===== src/port_ab_map.vh =====
// register offsets, field positions and reset values for the port a/b override block
`ifndef PORT_AB_MAP_VH
`define PORT_AB_MAP_VH

// apb register byte offsets
`define REG_MCU_CTRL      12'h000
`define REG_PORTA_DIR     12'h004
`define REG_PORTA_OUT     12'h008
`define REG_PORTA_IN      12'h00C
`define REG_PORTB_DIR     12'h010
`define REG_PORTB_OUT     12'h014
`define REG_PORTB_IN      12'h018
`define REG_ALT_CTRL      12'h01C
`define REG_PIN_STATUS    12'h020

// field positions
`define MCU_PULLUP_DIS_BIT 4
`define ALT_EXT_MEM_BIT    0
`define ALT_B7_SEL_BIT     1
`define ALT_SPI_EN_BIT     2
`define ALT_SPI_MSTR_BIT   3

// reset values
`define RST_BYTE          8'h00
`define RST_WORD          32'h00000000
`define PORT_WIDTH        8

`endif


===== src/port_pin_cell.v =====
// one pin's override mux: pull-up, direction and value selection
`timescale 1ns/1ps
module port_pin_cell (
  // register bits and global control
  input  wire pin_direction_bit,
  input  wire pin_output_bit,
  input  wire global_pullup_disable,
  // override signals from the alternate function
  input  wire pullup_override_enable,
  input  wire pullup_override_value,
  input  wire direction_override_enable,
  input  wire direction_override_value,
  input  wire value_override_enable,
  input  wire value_override_value,
  // pad-side results
  output wire pad_out,
  output wire pad_oe,
  output wire pad_pullup
);

  // normal pull-up only for input with output bit high and no global disable
  wire normal_pullup;
  assign normal_pullup = ~pin_direction_bit & pin_output_bit & ~global_pullup_disable;
  assign pad_pullup    = pullup_override_enable ? pullup_override_value : normal_pullup;

  // driver enable follows the register unless overridden
  assign pad_oe = direction_override_enable ? direction_override_value : pin_direction_bit;

  // override value wins over the output register when active
  assign pad_out = value_override_enable ? value_override_value : pin_output_bit;

endmodule


===== src/pin_sync.v =====
// two-flop synchroniser for a bus of pad inputs
`timescale 1ns/1ps
module pin_sync #(
  parameter WIDTH = 8
) (
  // clock and reset
  input  wire             pclk,
  input  wire             presetn,
  // raw and synchronised data
  input  wire [WIDTH-1:0] raw_in,
  output reg  [WIDTH-1:0] sync_out
);

  reg [WIDTH-1:0] meta_r;

  // first stage feeds only the second
  always @(posedge pclk or negedge presetn) begin
    if (!presetn) begin
      meta_r   <= {WIDTH{1'b0}};
      sync_out <= {WIDTH{1'b0}};
    end else begin
      meta_r   <= raw_in;
      sync_out <= meta_r;
    end
  end

endmodule


===== src/port_ab_override.v =====
// port a/b alternate-function override block with apb register access
//
// Contract
// - global disable turns all pull-ups off
// - port a pins carry muxed address/data
// - ext memory: pull-ups off during address/write
// - ext memory owns port a direction
// - ext memory drives address or write data
// - port a input feeds data in; no toggle
// - address-active qualifier marks address phase
// - pin b7 can output timer0 compare a
// - pin b7 alternatively outputs timer1 compare c
// - pb6 outputs timer1 compare b
// - compare pins also carry pwm waveforms
// - pb3..pb0 carry spi signals
// - compare enable overrides value only
// - normal pull-up: input, bit one, enabled
//
// Our own choices: the APB interface to the registers and the register addresses.
`timescale 1ns/1ps
`include "port_ab_map.vh"
module port_ab_override #(
  parameter WIDTH = 8
) (
  // clock and reset
  input  wire             pclk,
  input  wire             presetn,
  // apb slave
  input  wire             psel,
  input  wire             penable,
  input  wire             pwrite,
  input  wire [11:0]      paddr,
  input  wire [31:0]      pwdata,
  output reg  [31:0]      prdata,
  output wire             pready,
  output wire             pslverr,
  // external memory interface side
  input  wire             address_phase_active,
  input  wire             ext_write_active,
  input  wire [WIDTH-1:0] ext_addr_low,
  input  wire [WIDTH-1:0] ext_data_out,
  output reg  [WIDTH-1:0] ext_data_in,
  // timer compare / pwm outputs and their enables
  input  wire             timer0_compare_a_out,
  input  wire             timer0_compare_a_en,
  input  wire             timer1_compare_c_out,
  input  wire             timer1_compare_c_en,
  input  wire             timer1_compare_b_out,
  input  wire             timer1_compare_b_en,
  input  wire             timer1_compare_a_out,
  input  wire             timer1_compare_a_en,
  input  wire             timer2_compare_a_out,
  input  wire             timer2_compare_a_en,
  // spi core side
  input  wire             spi_slave_out,
  input  wire             spi_master_out,
  input  wire             spi_sck_out,
  output reg              spi_master_in,
  output reg              spi_slave_in,
  output reg              spi_sck_in,
  output reg              spi_select_in,
  // port a pads
  input  wire [WIDTH-1:0] port_a_in,
  output reg  [WIDTH-1:0] port_a_out,
  output reg  [WIDTH-1:0] port_a_oe,
  output reg  [WIDTH-1:0] port_a_pullup,
  // port b pads
  input  wire [WIDTH-1:0] port_b_in,
  output reg  [WIDTH-1:0] port_b_out,
  output reg  [WIDTH-1:0] port_b_oe,
  output reg  [WIDTH-1:0] port_b_pullup
);

  // software-visible control state
  reg             global_pullup_disable_r;
  reg [WIDTH-1:0] porta_dir_r;
  reg [WIDTH-1:0] porta_out_r;
  reg [WIDTH-1:0] portb_dir_r;
  reg [WIDTH-1:0] portb_out_r;
  reg             ext_memory_enable_r;
  reg             b7_use_timer1_r;
  reg             spi_enable_r;
  reg             spi_master_r;

  wire [WIDTH-1:0] porta_sync;
  wire [WIDTH-1:0] portb_sync;

  // combinational override vectors, one bit per pin
  reg  [WIDTH-1:0] a_pull_ovr_en;
  reg  [WIDTH-1:0] a_pull_ovr_val;
  reg  [WIDTH-1:0] a_dir_ovr_en;
  reg  [WIDTH-1:0] a_dir_ovr_val;
  reg  [WIDTH-1:0] a_val_ovr_en;
  reg  [WIDTH-1:0] a_val_ovr_val;
  reg  [WIDTH-1:0] b_pull_ovr_en;
  reg  [WIDTH-1:0] b_pull_ovr_val;
  reg  [WIDTH-1:0] b_dir_ovr_en;
  reg  [WIDTH-1:0] b_dir_ovr_val;
  reg  [WIDTH-1:0] b_val_ovr_en;
  reg  [WIDTH-1:0] b_val_ovr_val;
  wire [WIDTH-1:0] a_pad_out;
  wire [WIDTH-1:0] a_pad_oe;
  wire [WIDTH-1:0] a_pad_pu;
  wire [WIDTH-1:0] b_pad_out;
  wire [WIDTH-1:0] b_pad_oe;
  wire [WIDTH-1:0] b_pad_pu;

  wire apb_write;
  wire spi_master_mode;
  wire spi_slave_mode;
  wire ext_drive;
  wire b7_cmp_en;
  wire b7_cmp_val;

  // zero-wait apb: every access completes in its first access cycle
  // no wait states needed, the register file and read mux settle in one cycle
  assign pready    = 1'b1;
  assign pslverr   = 1'b0;
  assign apb_write = psel & penable & pwrite;

  // register writes
  always @(posedge pclk or negedge presetn) begin
    if (!presetn) begin
      global_pullup_disable_r <= 1'b0;
      porta_dir_r             <= `RST_BYTE;
      porta_out_r             <= `RST_BYTE;
      portb_dir_r             <= `RST_BYTE;
      portb_out_r             <= `RST_BYTE;
      ext_memory_enable_r     <= 1'b0;
      b7_use_timer1_r         <= 1'b0;
      spi_enable_r            <= 1'b0;
      spi_master_r            <= 1'b0;
    end else if (apb_write) begin
      case (paddr)
        `REG_MCU_CTRL: global_pullup_disable_r <= pwdata[`MCU_PULLUP_DIS_BIT];
        `REG_PORTA_DIR: porta_dir_r <= pwdata[WIDTH-1:0];
        `REG_PORTA_OUT: porta_out_r <= pwdata[WIDTH-1:0];
        `REG_PORTB_DIR: portb_dir_r <= pwdata[WIDTH-1:0];
        `REG_PORTB_OUT: portb_out_r <= pwdata[WIDTH-1:0];
        `REG_ALT_CTRL: begin
          ext_memory_enable_r <= pwdata[`ALT_EXT_MEM_BIT];
          b7_use_timer1_r     <= pwdata[`ALT_B7_SEL_BIT];
          spi_enable_r        <= pwdata[`ALT_SPI_EN_BIT];
          spi_master_r        <= pwdata[`ALT_SPI_MSTR_BIT];
        end
        // status and input words are read-only, writes fall to default
        default: ;
      endcase
    end
  end

  // read mux; unmapped addresses read zero
  always @* begin
    prdata = `RST_WORD;
    case (paddr)
      `REG_MCU_CTRL:   prdata[`MCU_PULLUP_DIS_BIT] = global_pullup_disable_r;
      `REG_PORTA_DIR:  prdata[WIDTH-1:0] = porta_dir_r;
      `REG_PORTA_OUT:  prdata[WIDTH-1:0] = porta_out_r;
      `REG_PORTA_IN:   prdata[WIDTH-1:0] = porta_sync;
      `REG_PORTB_DIR:  prdata[WIDTH-1:0] = portb_dir_r;
      `REG_PORTB_OUT:  prdata[WIDTH-1:0] = portb_out_r;
      `REG_PORTB_IN:   prdata[WIDTH-1:0] = portb_sync;
      `REG_ALT_CTRL: begin
        prdata[`ALT_EXT_MEM_BIT]  = ext_memory_enable_r;
        prdata[`ALT_B7_SEL_BIT]   = b7_use_timer1_r;
        prdata[`ALT_SPI_EN_BIT]   = spi_enable_r;
        prdata[`ALT_SPI_MSTR_BIT] = spi_master_r;
      end
      `REG_PIN_STATUS: begin
        prdata[WIDTH-1:0]       = port_a_oe;
        prdata[2*WIDTH-1:WIDTH] = port_b_oe;
      end
      default: prdata = `RST_WORD;
    endcase
  end

  // input synchronisers for software reads
  pin_sync #(.WIDTH(WIDTH)) u_sync_a (
    .pclk     (pclk),
    .presetn  (presetn),
    .raw_in   (port_a_in),
    .sync_out (porta_sync)
  );
  pin_sync #(.WIDTH(WIDTH)) u_sync_b (
    .pclk     (pclk),
    .presetn  (presetn),
    .raw_in   (port_b_in),
    .sync_out (portb_sync)
  );

  // bus drives only while address or write data is out
  assign ext_drive = address_phase_active | ext_write_active;

  // port a: external memory takes every bit of the multiplexed bus
  // pull-ups go off while driving so the pad never burns current in its own resistor
  always @* begin
    a_pull_ovr_en  = {WIDTH{ext_memory_enable_r & ext_drive}};
    a_pull_ovr_val = {WIDTH{1'b0}};
    a_dir_ovr_en   = {WIDTH{ext_memory_enable_r}};
    a_dir_ovr_val  = {WIDTH{ext_drive}};
    a_val_ovr_en   = {WIDTH{ext_memory_enable_r}};
    // bit n of the pin carries address bit n, then data bit n
    a_val_ovr_val  = (ext_addr_low & {WIDTH{address_phase_active}})
                   | (ext_data_out & {WIDTH{ext_write_active}});
  end

  // pin b7 source: timer1 channel c when selected, else timer0 channel a
  // one select bit instead of a priority scheme, so both enables never fight
  assign b7_cmp_en  = b7_use_timer1_r ? timer1_compare_c_en  : timer0_compare_a_en;
  assign b7_cmp_val = b7_use_timer1_r ? timer1_compare_c_out : timer0_compare_a_out;

  // spi role decode, shared by the four spi pins
  assign spi_master_mode = spi_enable_r & spi_master_r;
  assign spi_slave_mode  = spi_enable_r & ~spi_master_r;

  // port b overrides; compare pins touch value only, pwm rides the same path
  // limitation: spi pull-ups keep plain register control, no forced pull-up term
  always @* begin
    b_pull_ovr_en    = {WIDTH{1'b0}};
    b_pull_ovr_val   = {WIDTH{1'b0}};
    b_dir_ovr_en     = {WIDTH{1'b0}};
    b_dir_ovr_val    = {WIDTH{1'b0}};
    b_val_ovr_en     = {WIDTH{1'b0}};
    b_val_ovr_val    = {WIDTH{1'b0}};
    b_val_ovr_en[7]  = b7_cmp_en;
    b_val_ovr_val[7] = b7_cmp_val;
    b_val_ovr_en[6]  = timer1_compare_b_en;
    b_val_ovr_val[6] = timer1_compare_b_out;
    b_val_ovr_en[5]  = timer1_compare_a_en;
    b_val_ovr_val[5] = timer1_compare_a_out;
    b_val_ovr_en[4]  = timer2_compare_a_en;
    b_val_ovr_val[4] = timer2_compare_a_out;
    // spi: master forces miso in, slave forces mosi/sck/select in
    // forced inputs keep direction value zero from the defaults above
    b_dir_ovr_en[3]  = spi_master_mode;
    b_val_ovr_en[3]  = spi_slave_mode;
    b_val_ovr_val[3] = spi_slave_out;
    b_dir_ovr_en[2]  = spi_slave_mode;
    b_val_ovr_en[2]  = spi_master_mode;
    b_val_ovr_val[2] = spi_master_out;
    b_dir_ovr_en[1]  = spi_slave_mode;
    b_val_ovr_en[1]  = spi_master_mode;
    b_val_ovr_val[1] = spi_sck_out;
    b_dir_ovr_en[0]  = spi_slave_mode;
  end

  // per-pin muxes
  // both ports share one cell so pull-up and driver rules cannot drift apart
  genvar g;
  generate
    for (g = 0; g < WIDTH; g = g + 1) begin : g_pin
      port_pin_cell u_a (
        .pin_direction_bit         (porta_dir_r[g]),
        .pin_output_bit            (porta_out_r[g]),
        .global_pullup_disable     (global_pullup_disable_r),
        .pullup_override_enable    (a_pull_ovr_en[g]),
        .pullup_override_value     (a_pull_ovr_val[g]),
        .direction_override_enable (a_dir_ovr_en[g]),
        .direction_override_value  (a_dir_ovr_val[g]),
        .value_override_enable     (a_val_ovr_en[g]),
        .value_override_value      (a_val_ovr_val[g]),
        .pad_out                   (a_pad_out[g]),
        .pad_oe                    (a_pad_oe[g]),
        .pad_pullup                (a_pad_pu[g])
      );
      port_pin_cell u_b (
        .pin_direction_bit         (portb_dir_r[g]),
        .pin_output_bit            (portb_out_r[g]),
        .global_pullup_disable     (global_pullup_disable_r),
        .pullup_override_enable    (b_pull_ovr_en[g]),
        .pullup_override_value     (b_pull_ovr_val[g]),
        .direction_override_enable (b_dir_ovr_en[g]),
        .direction_override_value  (b_dir_ovr_val[g]),
        .value_override_enable     (b_val_ovr_en[g]),
        .value_override_value      (b_val_ovr_val[g]),
        .pad_out                   (b_pad_out[g]),
        .pad_oe                    (b_pad_oe[g]),
        .pad_pullup                (b_pad_pu[g])
      );
    end
  endgenerate

  // pad outputs are combinational so bus timing follows the memory phases
  // a register here would delay the address by a cycle behind its qualifier
  always @* begin
    port_a_out    = a_pad_out;
    port_a_oe     = a_pad_oe;
    port_a_pullup = a_pad_pu;
    port_b_out    = b_pad_out;
    port_b_oe     = b_pad_oe;
    port_b_pullup = b_pad_pu;
  end

  // raw pad inputs to alternate functions; each core synchronises its own
  // limitation: these bypass the register synchronisers, never use them unsynced
  always @* begin
    ext_data_in   = port_a_in;
    spi_master_in = port_b_in[3];
    spi_slave_in  = port_b_in[2];
    spi_sck_in    = port_b_in[1];
    spi_select_in = port_b_in[0];
  end

endmodule


===== config.mk =====
export PLATFORM = sky130hd
export DESIGN_NAME = port_ab_override
export DESIGN_NICKNAME = d
export VERILOG_FILES = /design/src/port_pin_cell.v /design/src/pin_sync.v /design/src/port_ab_override.v
export VERILOG_INCLUDE_DIRS = /design/src /design/src/src
export SDC_FILE = /design/constraint.sdc
export NUM_CORES = 1
export LEC_CHECK = 0
export ABC_AREA = 1
export BUFFER_PORTS_ARGS = -buffer_cell sky130_fd_sc_hd__buf_2
export CORE_MARGIN = 3
export CORE_UTILIZATION = 28
export CTS_BUF_LIST = sky130_fd_sc_hd__clkbuf_2 sky130_fd_sc_hd__clkbuf_4 sky130_fd_sc_hd__clkbuf_8
export DETAILED_ROUTE_END_ITERATION = 8
export PLACE_DENSITY_LB_ADDON = 0.3
export SLEW_MARGIN = 20
export SYNTH_ARGS = -nofsm -noshare
export SYNTH_HDL_FRONTEND = slang
export SYNTH_SLANG_ARGS = --single-unit

===== constraint.sdc =====
create_clock -name pclk -period 2.44 [get_ports pclk]
set_clock_uncertainty 0.1 [all_clocks]
set_input_delay 0.732 -clock pclk [delete_from_list [all_inputs] [get_ports pclk]]
set_output_delay 0.732 -clock pclk [all_outputs]
set_load 0.02 [all_outputs]

## After elaboration in Yosys (flattened, before gate mapping)

Index checks and enable logic that the tools add are counted.

| storage, ports and cells | value |
|---|---|
| bits in registers | 69 |
| input bits | 96 |
| output and inout port bits | 94 |
| word-level logic and storage cells | 128 |

| cells by class | value |
|---|---|
| eq/ne operators | 8 |
| muxes and demuxes | 41 |
| bitwise gates (word level) | 59 |
| reductions and logical operators | 7 |

Operator list:

| cell | number |
|---|---|
| 12-bit by 5-bit == test with 1-bit output, second input constant | 4 |
| 1-bit AND | 37 |
| 1-bit 2-to-1 mux | 37 |
| 4-bit one-hot mux with 8 select lines | 1 |
| 12-bit by 4-bit == test with 1-bit output, second input constant | 2 |
| 3-bit one-hot mux with 7 select lines | 1 |
| 1-bit inverter | 18 |
| 8-bit AND | 2 |
| 12-bit by 3-bit == test with 1-bit output, second input constant | 1 |
| 12-bit by 6-bit == test with 1-bit output, second input constant | 1 |
| 12-bit zero test | 1 |
| 2-bit AND reduction | 6 |
| 8-bit 2-to-1 mux | 1 |
| 8-bit OR | 1 |
| 1-bit one-hot mux with 8 select lines | 1 |
| 1-bit OR | 1 |

## Longest topological paths before layout

Gate-level depths: netlist of the first run.

| depth | value |
|---|---|
| word-level depth | 4 |
| mapped depth | 10 |
| mapped depth without buffers | 8 |

## Cells and area by module

From an unflattened synthesis of the first run, not the netlist that was laid out.

| unflattened totals | value |
|---|---|
| cell total of the unflattened synthesis | 559 |
| area, all modules | 4229.1 um2 |

Modules (own cells, without submodules):

| module | instances | cells each | area an instance (um2) | sequential area each (um2) |
|---|---|---|---|---|
| port_ab_override | 1 | 351 | 2727.6 | 925.9 |
| pin_sync | 2 | 16 | 400.4 | 400.4 |
| port_pin_cell | 16 | 11 | 43.8 | 0.0 |

## Worst setup path after synthesis of the first run

Ideal clock, no wire load.

| timing | value |
|---|---|
| path type | input to output |
| from | input port paddr[11] |
| to | output port prdata[10] |
| data arrival time | 1862 ps |
| required time | 1608 ps |
| path slack | -254 ps |
| cell stages on the path | 5 |
| buffers on the path | 0 |
| cells stage by stage | nor2_2 > nand2_4 > nor2_2 > nand2_2 > nor3_1 |

| on the way | value |
|---|---|
| word-level cells in the longest chain between the ends | 2 |

Ends and longest elaborated chain:

| what | line | RTL |
|---|---|---|
| start, declared | port_ab_override.v:32 | `input wire [11:0] paddr,` |
| 12-bit by 6-bit == test with 1-bit output | port_ab_override.v:155 | `case (paddr)` |
| 8-bit 2-to-1 mux | port_ab_override.v:155 |  |
| end, declared | port_ab_override.v:34 | `output reg [31:0] prdata,` |

No other way between the ends.

## Final worst setup path of the first run

| timing | value |
|---|---|
| from | input port paddr[4] |
| to | output port prdata[2] |

| on the way | value |
|---|---|
| word-level cells in the longest chain between the ends | 2 |
| elaborated cells between the ends (all ways) | 9 |
| those cells by class | eq/ne (8); mux (1) |

Ends and longest elaborated chain:

| what | line |
|---|---|
| 12-bit by 6-bit == test with 1-bit output (tied with other cells) | port_ab_override.v:155 |
| 4-bit one-hot mux with 8 select lines (*) | port_ab_override.v:155 |

Every way passes the cells marked *; elsewhere a longest branch is shown, timed or not.

==> run_results.csv, run 1 <==
group,metric,value,unit
outcome,status,"complete, but fails checks",
outcome,violations,"setup timing",
clocking,cts_tree,"yes",
sta,fmax,369,MHz
worst_setup_path,critical-path-max-stage-delay,200,ps
sta,layout_min_cycle_time,2710,ps
finish,multiInputGateArea,1930,um2
synth,ys_seq_area_frac,0.409,
clocking,root_buffer,"clkbuf_8",
finish,fillCellCount,1466,
routing,ant_nets,0,
worst_setup_path,crit_slowest_cell,"nor2_8",
synth,synth_area_leader_cell,"dfrtp_1",
power,leakage,2.90,nW
synth,synthTopCellsByArea,"dfrtp_1, buf_4, nand2_1, nand3_1, inv_1",
worst_setup_path,cp.buffers_inverters,3,
routing,firstDrtPassIters,4,
place,place_area,4930,um2
floorplan,die_area,16600,um2
power,p_per_area,429,nW/um2
clocking,cts.hold.buffers_added,0,
worst_setup_path,r2r_setup_slack,1460,ps
clocking,cts_made_buffers,9,
worst_setup_path,timing.rr.end,"ext_memory_enable_r",
clocking,clkLatencyLatePin,340,ps
clocking,cts.path.max_buffers,2,
synth,syn_inst,524,
worst_setup_path,r2r-start,"ext_memory_enable_r",
global_routing,grt_max_degree,30,
finish,final_area,5550,um2
finish,syn2layout_area_growth,31.6,%
routing,vias_per_cell,4.47,
worst_setup_path,r2r_cells,3,
sta,finalSetupViolCount,16,
sta,finalCritPeriodShare,1.11,
synth,netlist_area,4220,um2
worst_setup_path,required,1610,ps
synth,synth_warnings,0,
routing,finalWirelength,12.0,mm
sta,hold_violations,0,
synth,synth_top_area_share,0.409,
floorplan,io_pins,190,
worst_setup_path,crit_path_cell_trace,"buf_2 > nor2_2 > nand2_4 > nor2_8 > clkbuf_16 > nand3_2 > nand2_2 > nor2_2 > nand2_2 > buf_6",
global_routing,grt_pass1_wl,18.6,mm
sta,relSlewSlack,0.650,
job,cap_viol_max_count,0,
synth,syn-mean-instance-area,8.05,um2
clocking,cts.sinks,69,
synth,ys_types,27,
routing,dr.first_iter.drc_count,182,
floorplan,start_util,0.288,
place,placement.io_buffers,147,
worst_setup_path,crit_family,"simple AND/OR/NAND/NOR gates",
finish,drive_gt1_frac,0.450,
worst_setup_path,critical_path_class,"in -> out",
global_routing,grt_usage,0.142,
worst_setup_path,cp-start-kind,"primary input",
sta,finalMaxSlewViolations,0,
clocking,h-tree-depth,3,
floorplan,die_y,129,um
finish,final_nets,735,
place,hpwlAfterDp,9.25,mm
sta,rsz0062_at_grt,"true",
clocking,clkTransAtPathRegs,70,ps
finish,diodes,0,
floorplan,core,14600,um2
routing,drc,0,
global_routing,antenna_found_initial,0,
routing,post_drt_wl_per_cell,14.5,um
worst_setup_path,worst-endpoint-arrival,1880,ps
sta,setup_ws,-270,ps
power,peakVddDrop,0.000253,V
routing,vias,3698,
floorplan,die_x,129,um
global_routing,grt_overflow,0,
global_routing,grt_pass1_vias,3549,
sta,timing.hold.ws,253,ps
floorplan,row_count,44,
sta,worst_slew_pin_slew,526,ps
finish,register_area,1730,um2
worst_hold_path,hold_path.class,"in -> async",
worst_setup_path,path_max_fanout,7,
worst_setup_path,end_kind,"output port",
synth,synth-seq-cells,69,
place,gp_congestion,0.878,
[where the power goes]
part / switching [mW] / leakage [nW] / internal, mW
Clock: 0.436 / 0.102 / 0.527
Sequential: 0.0103 / 0.887 / 1.17
Combinational: 0.152 / 1.91 / 0.0843
Total: 0.599 / 2.90 / 1.78
[metrics by stage]
step | setup slack (ps) | TNS (ps) | utilization | power (mW) | std cells
CTS | -264 | -3820 | 0.360 | 2.40 | 822
finish | -270 | -3680 | 0.379 | 2.38 | 828
floorplan | 4.93 | 0 | - | 1.35 | 540
global placement | -281 | -4290 | 0.336 | 1.43 | 803
detailed placement | -287 | -4640 | 0.336 | 1.43 | 803
global route | -331 | -4730 | 0.379 | 2.49 | 828
[logic make-up (layout without fill, tap and decap cells)]
kind of cell / after synthesis / in the layout / share of synthesized area
AND/OR/NAND/NOR: 256 / 256 / 0.292
flip-flops: 69 / 69 / 0.409
AO/OA/AOI/OAI: 59 / 59 / 0.0857
other: 2 / 18 / 0.00178
buffers and inverters: 138 / 242 / 0.211
[sequential cells by signal, summed over array words and instances (netlist names)]
name / cells
porta_dir_r: 8
porta_out_r: 8
portb_dir_r: 8
portb_out_r: 8
u_sync_a.meta_r: 8
u_sync_a.sync_out: 8
u_sync_b.meta_r: 8
u_sync_b.sync_out: 8
b7_use_timer1_r: 1
ext_memory_enable_r: 1
global_pullup_disable_r: 1
spi_enable_r: 1
spi_master_r: 1
[layer usage]
layer	global-route usage	routed length, um	vias to the layer above
met1	0.195	5220	1689
met4	0.0562	435	0
li1	-	-	1829
met2	0.222	5620	154
met5	0	0	-
met3	0.0257	730	26
[cell usage after synthesis (all sizes together)]
cell type,number
a21oi,8
a22oi,8
a31oi,1
and3,1
buf,96
clkbuf,3
conb,2
dfrtp,69
inv,39
nand2,128
nand3,64
nor2,47
nor3,8
nor4,8
o21ai,42
[worst reg2reg max path: stages, from the launching register on]
cell and delay [ps]:
dfrtp_2 470, buf_4 160, nand2_1 50, o21ai_0 80
[worst max path at each step]
stage / from / endpoint / slack, ps / cells past startpoint
after floorplan: paddr[7] / prdata[0] / 5 / 9
after global routing: paddr[1] / prdata[4] / -330 / 10
after global placement: paddr[9] / prdata[3] / -280 / 10
after CTS: paddr[11] / prdata[3] / -260 / 10
final: paddr[4] / prdata[2] / -270 / 10
after detailed placement: paddr[7] / prdata[2] / -290 / 10
[cell usage in the layout, fill, tap and decap left out, drive strengths merged]
| cell type | synthesis | routed |
|---|---|---|
| nor2 | 47 | 47 |
| clkbuf | 3 | 16 |
| conb | 2 | 18 |
| clkinvlp | 0 | 2 |
| buf | 96 | 182 |
| and3 | 1 | 1 |
| a31oi | 1 | 1 |
| a22oi | 8 | 8 |
| a21oi | 8 | 8 |
| dfrtp | 69 | 69 |
| nand3 | 64 | 64 |
| inv | 39 | 39 |
| nor3 | 8 | 8 |
| nor4 | 8 | 8 |
| nand2 | 128 | 128 |
| o21ai | 42 | 42 |
| bufinv | 0 | 1 |
| clkinv | 0 | 2 |
[layout make-up]
class / instances / area share
multi-input combinational: 333 / 0.349
timing repair buffer: 187 / 0.233
sequential: 69 / 0.312
inverter: 39 / 0.0273
tap: 184 / 0.0415
clock inverter: 5 / 0.0106
clock buffer: 11 / 0.0273
[what timing repair did]
item                       4_1_cts  5_1_grt
resized for setup               22       43
buffers inserted                 2        2
hold endpoints to repair         0        0
pin swaps                        5        7
setup endpoints to repair       40       32
cloned                           1        4
(Power assumes the default switching activity.)
==> run 2, diff against run 1 <==
clock period = 3 ns   (was 2.44 ns; I/O delays follow)
==> run 2 against run 1 <==
Effect of this change: the flow still finishes with violations (setup timing); non-clock buffer count is 9 lower; wire length shrank 4.1%; power shrank 16%; flip-flop and latch count unchanged; die area unchanged; first-iteration DRC count rose by 19%; clock-buffer cell count down 2; critical path type unchanged; highest routed layer unchanged.
==> run_results.csv, run 2 (synthesis gave the netlist of run 1 again) <==
group,metric,value,unit
global_routing,grt_pass1_vias,3482,
place,placement.io_buffers,147,
place,place_ws,-126,ps
clocking,cts.sinks,69,
global_routing,grt_overflow,0,
clocking,cts_tree,"yes",
power,power.total,2.00,mW
worst_setup_path,cp-start-kind,"primary input",
job,cap_viol_max_count,0,
worst_setup_path,r2r_cells,2,
clocking,clkLatencyLatePin,330,ps
clocking,h-tree-depth,3,
place,dp_cells,800,
finish,final_nets,726,
sta,rsz0062_at_grt,"true",
floorplan,die_x,129,um
worst_hold_path,hold_path.class,"reg -> reg",
finish,final_common_cell,"buf_2",
sta,worst_slew_pin_slew,765,ps
sta,finalMaxSlewViolations,0,
routing,drc,0,
routing,firstDrtPassIters,4,
sta,setup_ws,-52.1,ps
sta,finalSetupViolCount,7,
floorplan,die_y,129,um
sta,timing.setup.tns,-253,ps
outcome,status,"complete, but fails checks",
clocking,cts_made_buffers,9,
power,p_sw_frac,0.254,
worst_setup_path,required,2000,ps
global_routing,grt_max_degree,70,
routing,finalWirelength,11.5,mm
floorplan,core,14600,um2
floorplan,io_pins,190,
worst_hold_path,hp-start,"u_sync_a.meta_r[7]",
sta,layout_min_cycle_time,3050,ps
global_routing,grt_usage,0.138,
finish,stdcell_count,819,
clocking,root_buffer,"clkbuf_8",
worst_hold_path,holdPathEnd,"u_sync_a.sync_out[7]",
power,power_switching,0.507,mW
finish,fillCellCount,1539,
place,hpwlAfterDp,9.07,mm
power,power_frac_clock,0.425,
finish,most-common-layout-cells,"buf_2, nand2_1, dfrtp_1",
place,gp_congestion,0.862,
sta,finalCritPeriodShare,1.02,
worst_setup_path,end_kind,"output port",
power,p_per_area,380,nW/um2
floorplan,row_count,44,
global_routing,grt_pass1_wl,18.0,mm
power,leakage,2.81,nW
routing,post_drt_wl_per_cell,14.1,um
routing,dr.first_iter.drc_count,217,
worst_setup_path,r2r-start,"global_pullup_disable_r",
global_routing,antenna_found_initial,0,
routing,vias,3660,
worst_hold_path,min_path_cells,0,
finish,syn2layout_area_growth,24.5,%
worst_setup_path,critical_path_class,"in -> out",
worst_setup_path,timing.rr.end,"global_pullup_disable_r",
clocking,cts.path.max_buffers,2,
worst_setup_path,path_max_fanout,6,
floorplan,die_area,16600,um2
power,peakVddDrop,0.000250,V
routing,ant_nets,0,
worst_setup_path,worst-endpoint-arrival,2050,ps
clocking,clkTransAtPathRegs,70,ps
sta,hold_violations,0,
power,p_seq_frac,0.481,
worst_setup_path,r2r_setup_slack,1780,ps
routing,vias_per_cell,4.47,
finish,drive_gt1_frac,0.387,
sta,fmax,328,MHz
floorplan,start_util,0.288,
finish,diodes,0,
power,p_int,1.49,mW
sta,relSlewSlack,0.490,
clocking,cts.hold.buffers_added,0,
outcome,violations,"setup timing",
power,power_frac_comb,0.095,
==> run 2: power groups by stage <==
stage / registers (mW) / logic [mW] / clock network [mW]
after detailed placement: 0.978 / 0.186 / 0
final: 0.960 / 0.189 / 0.848
after CTS: 0.959 / 0.191 / 0.864
after floorplan: 0.975 / 0.116 / 0
after global placement: 0.977 / 0.182 / 0
after global routing: 0.962 / 0.209 / 0.908
==> run 2: how the worst max path moves through the flow <==
stage	start	to	slack [ps]	depth (start not counted)
after detailed placement	paddr[11]	prdata[4]	-130	11
after global routing	paddr[11]	prdata[2]	-130	10
after floorplan	paddr[11]	prdata[10]	-30	5
final	paddr[7]	prdata[4]	-50	11
after CTS	paddr[7]	prdata[4]	-40	11
after global placement	paddr[7]	prdata[3]	-100	10
==> run 2: cell type report <==
type | instances | area (um2) | share of cell area
well taps | 184 | 230 | 0.0438
inverters | 39 | 146 | 0.0279
clock buffers | 9 | 124 | 0.0236
flip-flops and latches | 69 | 1730 | 0.329
clock inverters | 7 | 98.8 | 0.0188
repair buffers | 178 | 1140 | 0.217
multi-input cells | 333 | 1780 | 0.340
==> run 2: per-layer routing <==
layer  routed length [um]  global-route usage  up-vias
met5                    0                   0        -
met4                  172              0.0432        0
met3                  681              0.0253       14
met2                 5590               0.227      137
met1                 5080               0.184     1708
li1                     -                   -     1801
==> run 2: what timing repair did <==
action                                  in CTS  in global routing
gates resized for setup                     25                 25
pin swaps                                    5                  3
setup buffers                                1                  2
endpoints found under the setup margin      14                 15
==> run 2: critical path, cell delays in order <==
cell and delay, ps:
buf_2 110, nor2_4 130, nand2_1 100, nor2_4 120, buf_6 150, buf_4 140, nand3_1 80, nand2_1 70
nor2_1 30, nand2_1 100, buf_6 130
==> run 2: through the flow <==
step | hold WS [ps] | cell area (um2) | utilization
6_report | 250 | 5250 | 0.359
4_1_cts | 251 | 5130 | 0.350
2_1_floorplan | 231 | 4280 | -
3_5_place_dp | 235 | 4810 | 0.329
5_1_grt | 264 | 5250 | 0.359
3_3_place_gp | 237 | 4810 | 0.329
==> run 3, diff against run 2 <==
CORE_MARGIN = 1.5   (was 3)
SYNTH_HIERARCHICAL = 1   (was unset)
==> run 3 against run 2 <==
Effect of this change: the run ends with DRC, setup timing left; final area grew 13%; flip-flop and latch count unchanged; global-route usage grew 0.88 points; clock power fell by 11%; area after synthesis is 0.27% higher; maximum frequency increased by 0.40%; critical path depth shrank 1; wire length shrank 0.15%; non-clock buffer count rose by 5; largest power group unchanged.
==> run_results.csv, run 3 <==
group,metric,value,unit
outcome,status,"complete, but fails checks",
outcome,violations,"DRC, setup timing",
worst_hold_path,hold_path.class,"reg -> reg",
routing,ant_nets,0,
synth,synth_warnings,6,
worst_setup_path,required,2000,ps
synth,synthTopCellsByArea,"dfrtp_1, nand2_1, buf_4, nand3_1, nor2_1",
sta,finalSetupViolCount,7,
synth,syn-mean-instance-area,7.57,um2
finish,most-common-layout-cells,"nand2_1, buf_2, conb_1, dfrtp_1, nor2_1",
synth,ys_seq_area_frac,0.408,
finish,final_nets,869,
routing,vias,4011,
clocking,clkLatencyLatePin,350,ps
floorplan,start_util,0.289,
synth,yosys_most_used_dff,"dfrtp_1",
finish,diodes,0,
clocking,cts_made_buffers,9,
power,p_sw_frac,0.299,
routing,finalWirelength,11.5,mm
sta,setup_ws,-40.0,ps
routing,post_drt_wl_per_cell,12.0,um
clocking,cts.hold.buffers_added,0,
sta,worst_slew_pin_slew,585,ps
sta,hold_violations,0,
synth,synth_area_leader_cell,"dfrtp_1",
worst_setup_path,critical-path-max-stage-delay,240,ps
power,power_frac_clock,0.385,
sta,fmax,329,MHz
routing,dr.first_iter.drc_count,205,
worst_setup_path,crit_slowest_cell,"nor2_8",
floorplan,die_area,15800,um2
worst_setup_path,crit_path_cell_trace,"buf_6 > nor2_4 > nand2_4 > nor2_8 > buf_6 > nand3_1 > nand2_1 > nor2_1 > nand2_1 > buf_6",
clocking,cts_tree,"yes",
floorplan,die_x,126,um
synth,async_flop_share,1.00,
routing,vias_per_cell,4.17,
power,power.total,1.96,mW
global_routing,antenna_found_initial,0,
finish,drive_gt1_frac,0.342,
worst_setup_path,cp-start-kind,"primary input",
floorplan,row_count,44,
synth,netlist_area,4230,um2
worst_setup_path,path_max_fanout,6,
synth,synth-edff-count,0,
finish,final_common_cell,"nand2_1",
global_routing,grt_overflow,0,
clocking,cts.sinks,69,
power,power_frac_comb,0.123,
worst_setup_path,end_kind,"output port",
routing,firstDrtPassIters,8,
clocking,root_buffer,"clkbuf_8",
worst_setup_path,r2r_setup_slack,2020,ps
worst_setup_path,crit_family,"simple AND/OR/NAND/NOR gates",
power,leakage,3.13,nW
synth,ys_types,27,
sta,finalCritPeriodShare,1.01,
synth,yosysMostFrequentCell,"nand2_1",
floorplan,io_pins,190,
synth,syn_inst,559,
power,p_int,1.37,mW
sta,rsz0062_at_grt,"true",
power,p_seq_frac,0.492,
sta,finalMaxSlewViolations,0,
clocking,cts.path.max_buffers,2,
sta,relSlewSlack,0.610,
global_routing,grt_pass1_vias,3575,
sta,timing.hold.ws,252,ps
synth,synthTopCellsByCount,"nand2_1, dfrtp_1, nor2_1",
sta,timing.setup.tns,-141,ps
worst_setup_path,worst-endpoint-arrival,2040,ps
global_routing,grt_max_degree,33,
global_routing,grt_pass1_wl,18.2,mm
global_routing,grt_usage,0.147,
worst_setup_path,cp.buffers_inverters,3,
place,hpwlAfterDp,9.25,mm
worst_setup_path,r2r_cells,3,
sta,layout_min_cycle_time,3040,ps
clocking,h-tree-depth,3,
clocking,clkTransAtPathRegs,80,ps
finish,syn2layout_area_growth,39.9,%
worst_setup_path,crit_cells,10,
worst_setup_path,critical_path_class,"in -> out",
place,gp_congestion,0.815,
synth,synth_top_area_share,0.408,
floorplan,core,14600,um2
synth,synth-seq-cells,69,
finish,fillCellCount,1550,
place,placement.io_buffers,147,
routing,drc,9,
job,cap_viol_max_count,0,
power,peakVddDrop,0.000330,V
finish,final_util,0.404,
power,power_switching,0.585,mW
power,p_per_area,331,nW/um2
worst_setup_path,crit_top_cell,"buf_6",
worst_hold_path,min_path_cells,0,
floorplan,die_y,126,um
-- run 3: cell count changes after synthesis, sizes merged, moves of 18 or more --
cell   previous run  this run
nor2             47        74
nand2           128       164
o21ai            42        69
inv              39        57
buf              96        45
-- run 3: worst paths after layout --
path                                         to           startpoint
min                        u_sync_a/sync_out[4]   u_sync_a/meta_r[4]
max reg2reg                 ext_memory_enable_r  ext_memory_enable_r
min reg2reg                u_sync_a/sync_out[4]   u_sync_a/meta_r[4]
min in group asynchronous    u_sync_b/meta_r[1]              presetn
max in group asynchronous        portb_dir_r[3]              presetn
max                                   prdata[5]            paddr[10]
-- run 3: metrics by stage --
stage	instance area, um2	worst slack, ps	std cells
2_1_floorplan	4510	25.1	626
3_3_place_gp	5420	-115	941
3_5_place_dp	5420	-123	941
4_1_cts	5710	-19.9	958
5_1_grt	5920	-112	962
6_report	5920	-40.0	962
-- run 3: what timing repair did --
item	in CTS	in global routing
endpoints found under the setup margin	17	16
cloned	0	2
resized for setup	23	38
buffers inserted	1	2
pin swaps	11	17
-- run 3: final cells by class --
| class | count | area (um2) | share of cell area |
|---|---|---|---|
| flip-flops and latches | 69 | 1730 | 0.292 |
| multi-input cells | 453 | 2300 | 0.389 |
| clock buffers | 9 | 124 | 0.0209 |
| well taps | 184 | 230 | 0.0389 |
| inverters | 57 | 214 | 0.0362 |
| clock inverters | 7 | 71.3 | 0.0121 |
| repair buffers | 183 | 1250 | 0.211 |
-- run 3: cell families after synthesis --
family                 synth area share
other                           0.00178
muxes                           0.00533
and+or+nand+nor                   0.338
DFF                               0.408
buffers and inverters             0.139
AOI/OAI and AO/OA                 0.107
-- run 3: power groups by stage --
stage,sequential (mW),clock (mW),combinational [mW]
CTS,0.961,0.777,0.237
global placement,0.980,0,0.229
finish,0.962,0.753,0.241
global route,0.964,0.819,0.267
detailed placement,0.980,0,0.231
floorplan,0.975,0,0.148
-- run 3: worst reg2reg max path, stage by stage, from the launching register on --
cell,delay (ps)
dfrtp_1,430
buf_4,190
nand2_1,60
o21ai_0,70
-- run 3: per-layer routing --
metal / global-route usage / wire length [um] / up-vias
met1: 0.189 / 5100 / 1797
met4: 0.0365 / 72 / 0
met2: 0.254 / 5650 / 101
met3: 0.0276 / 687 / 7
met5: 0 / 0 / -
li1: - / - / 2106
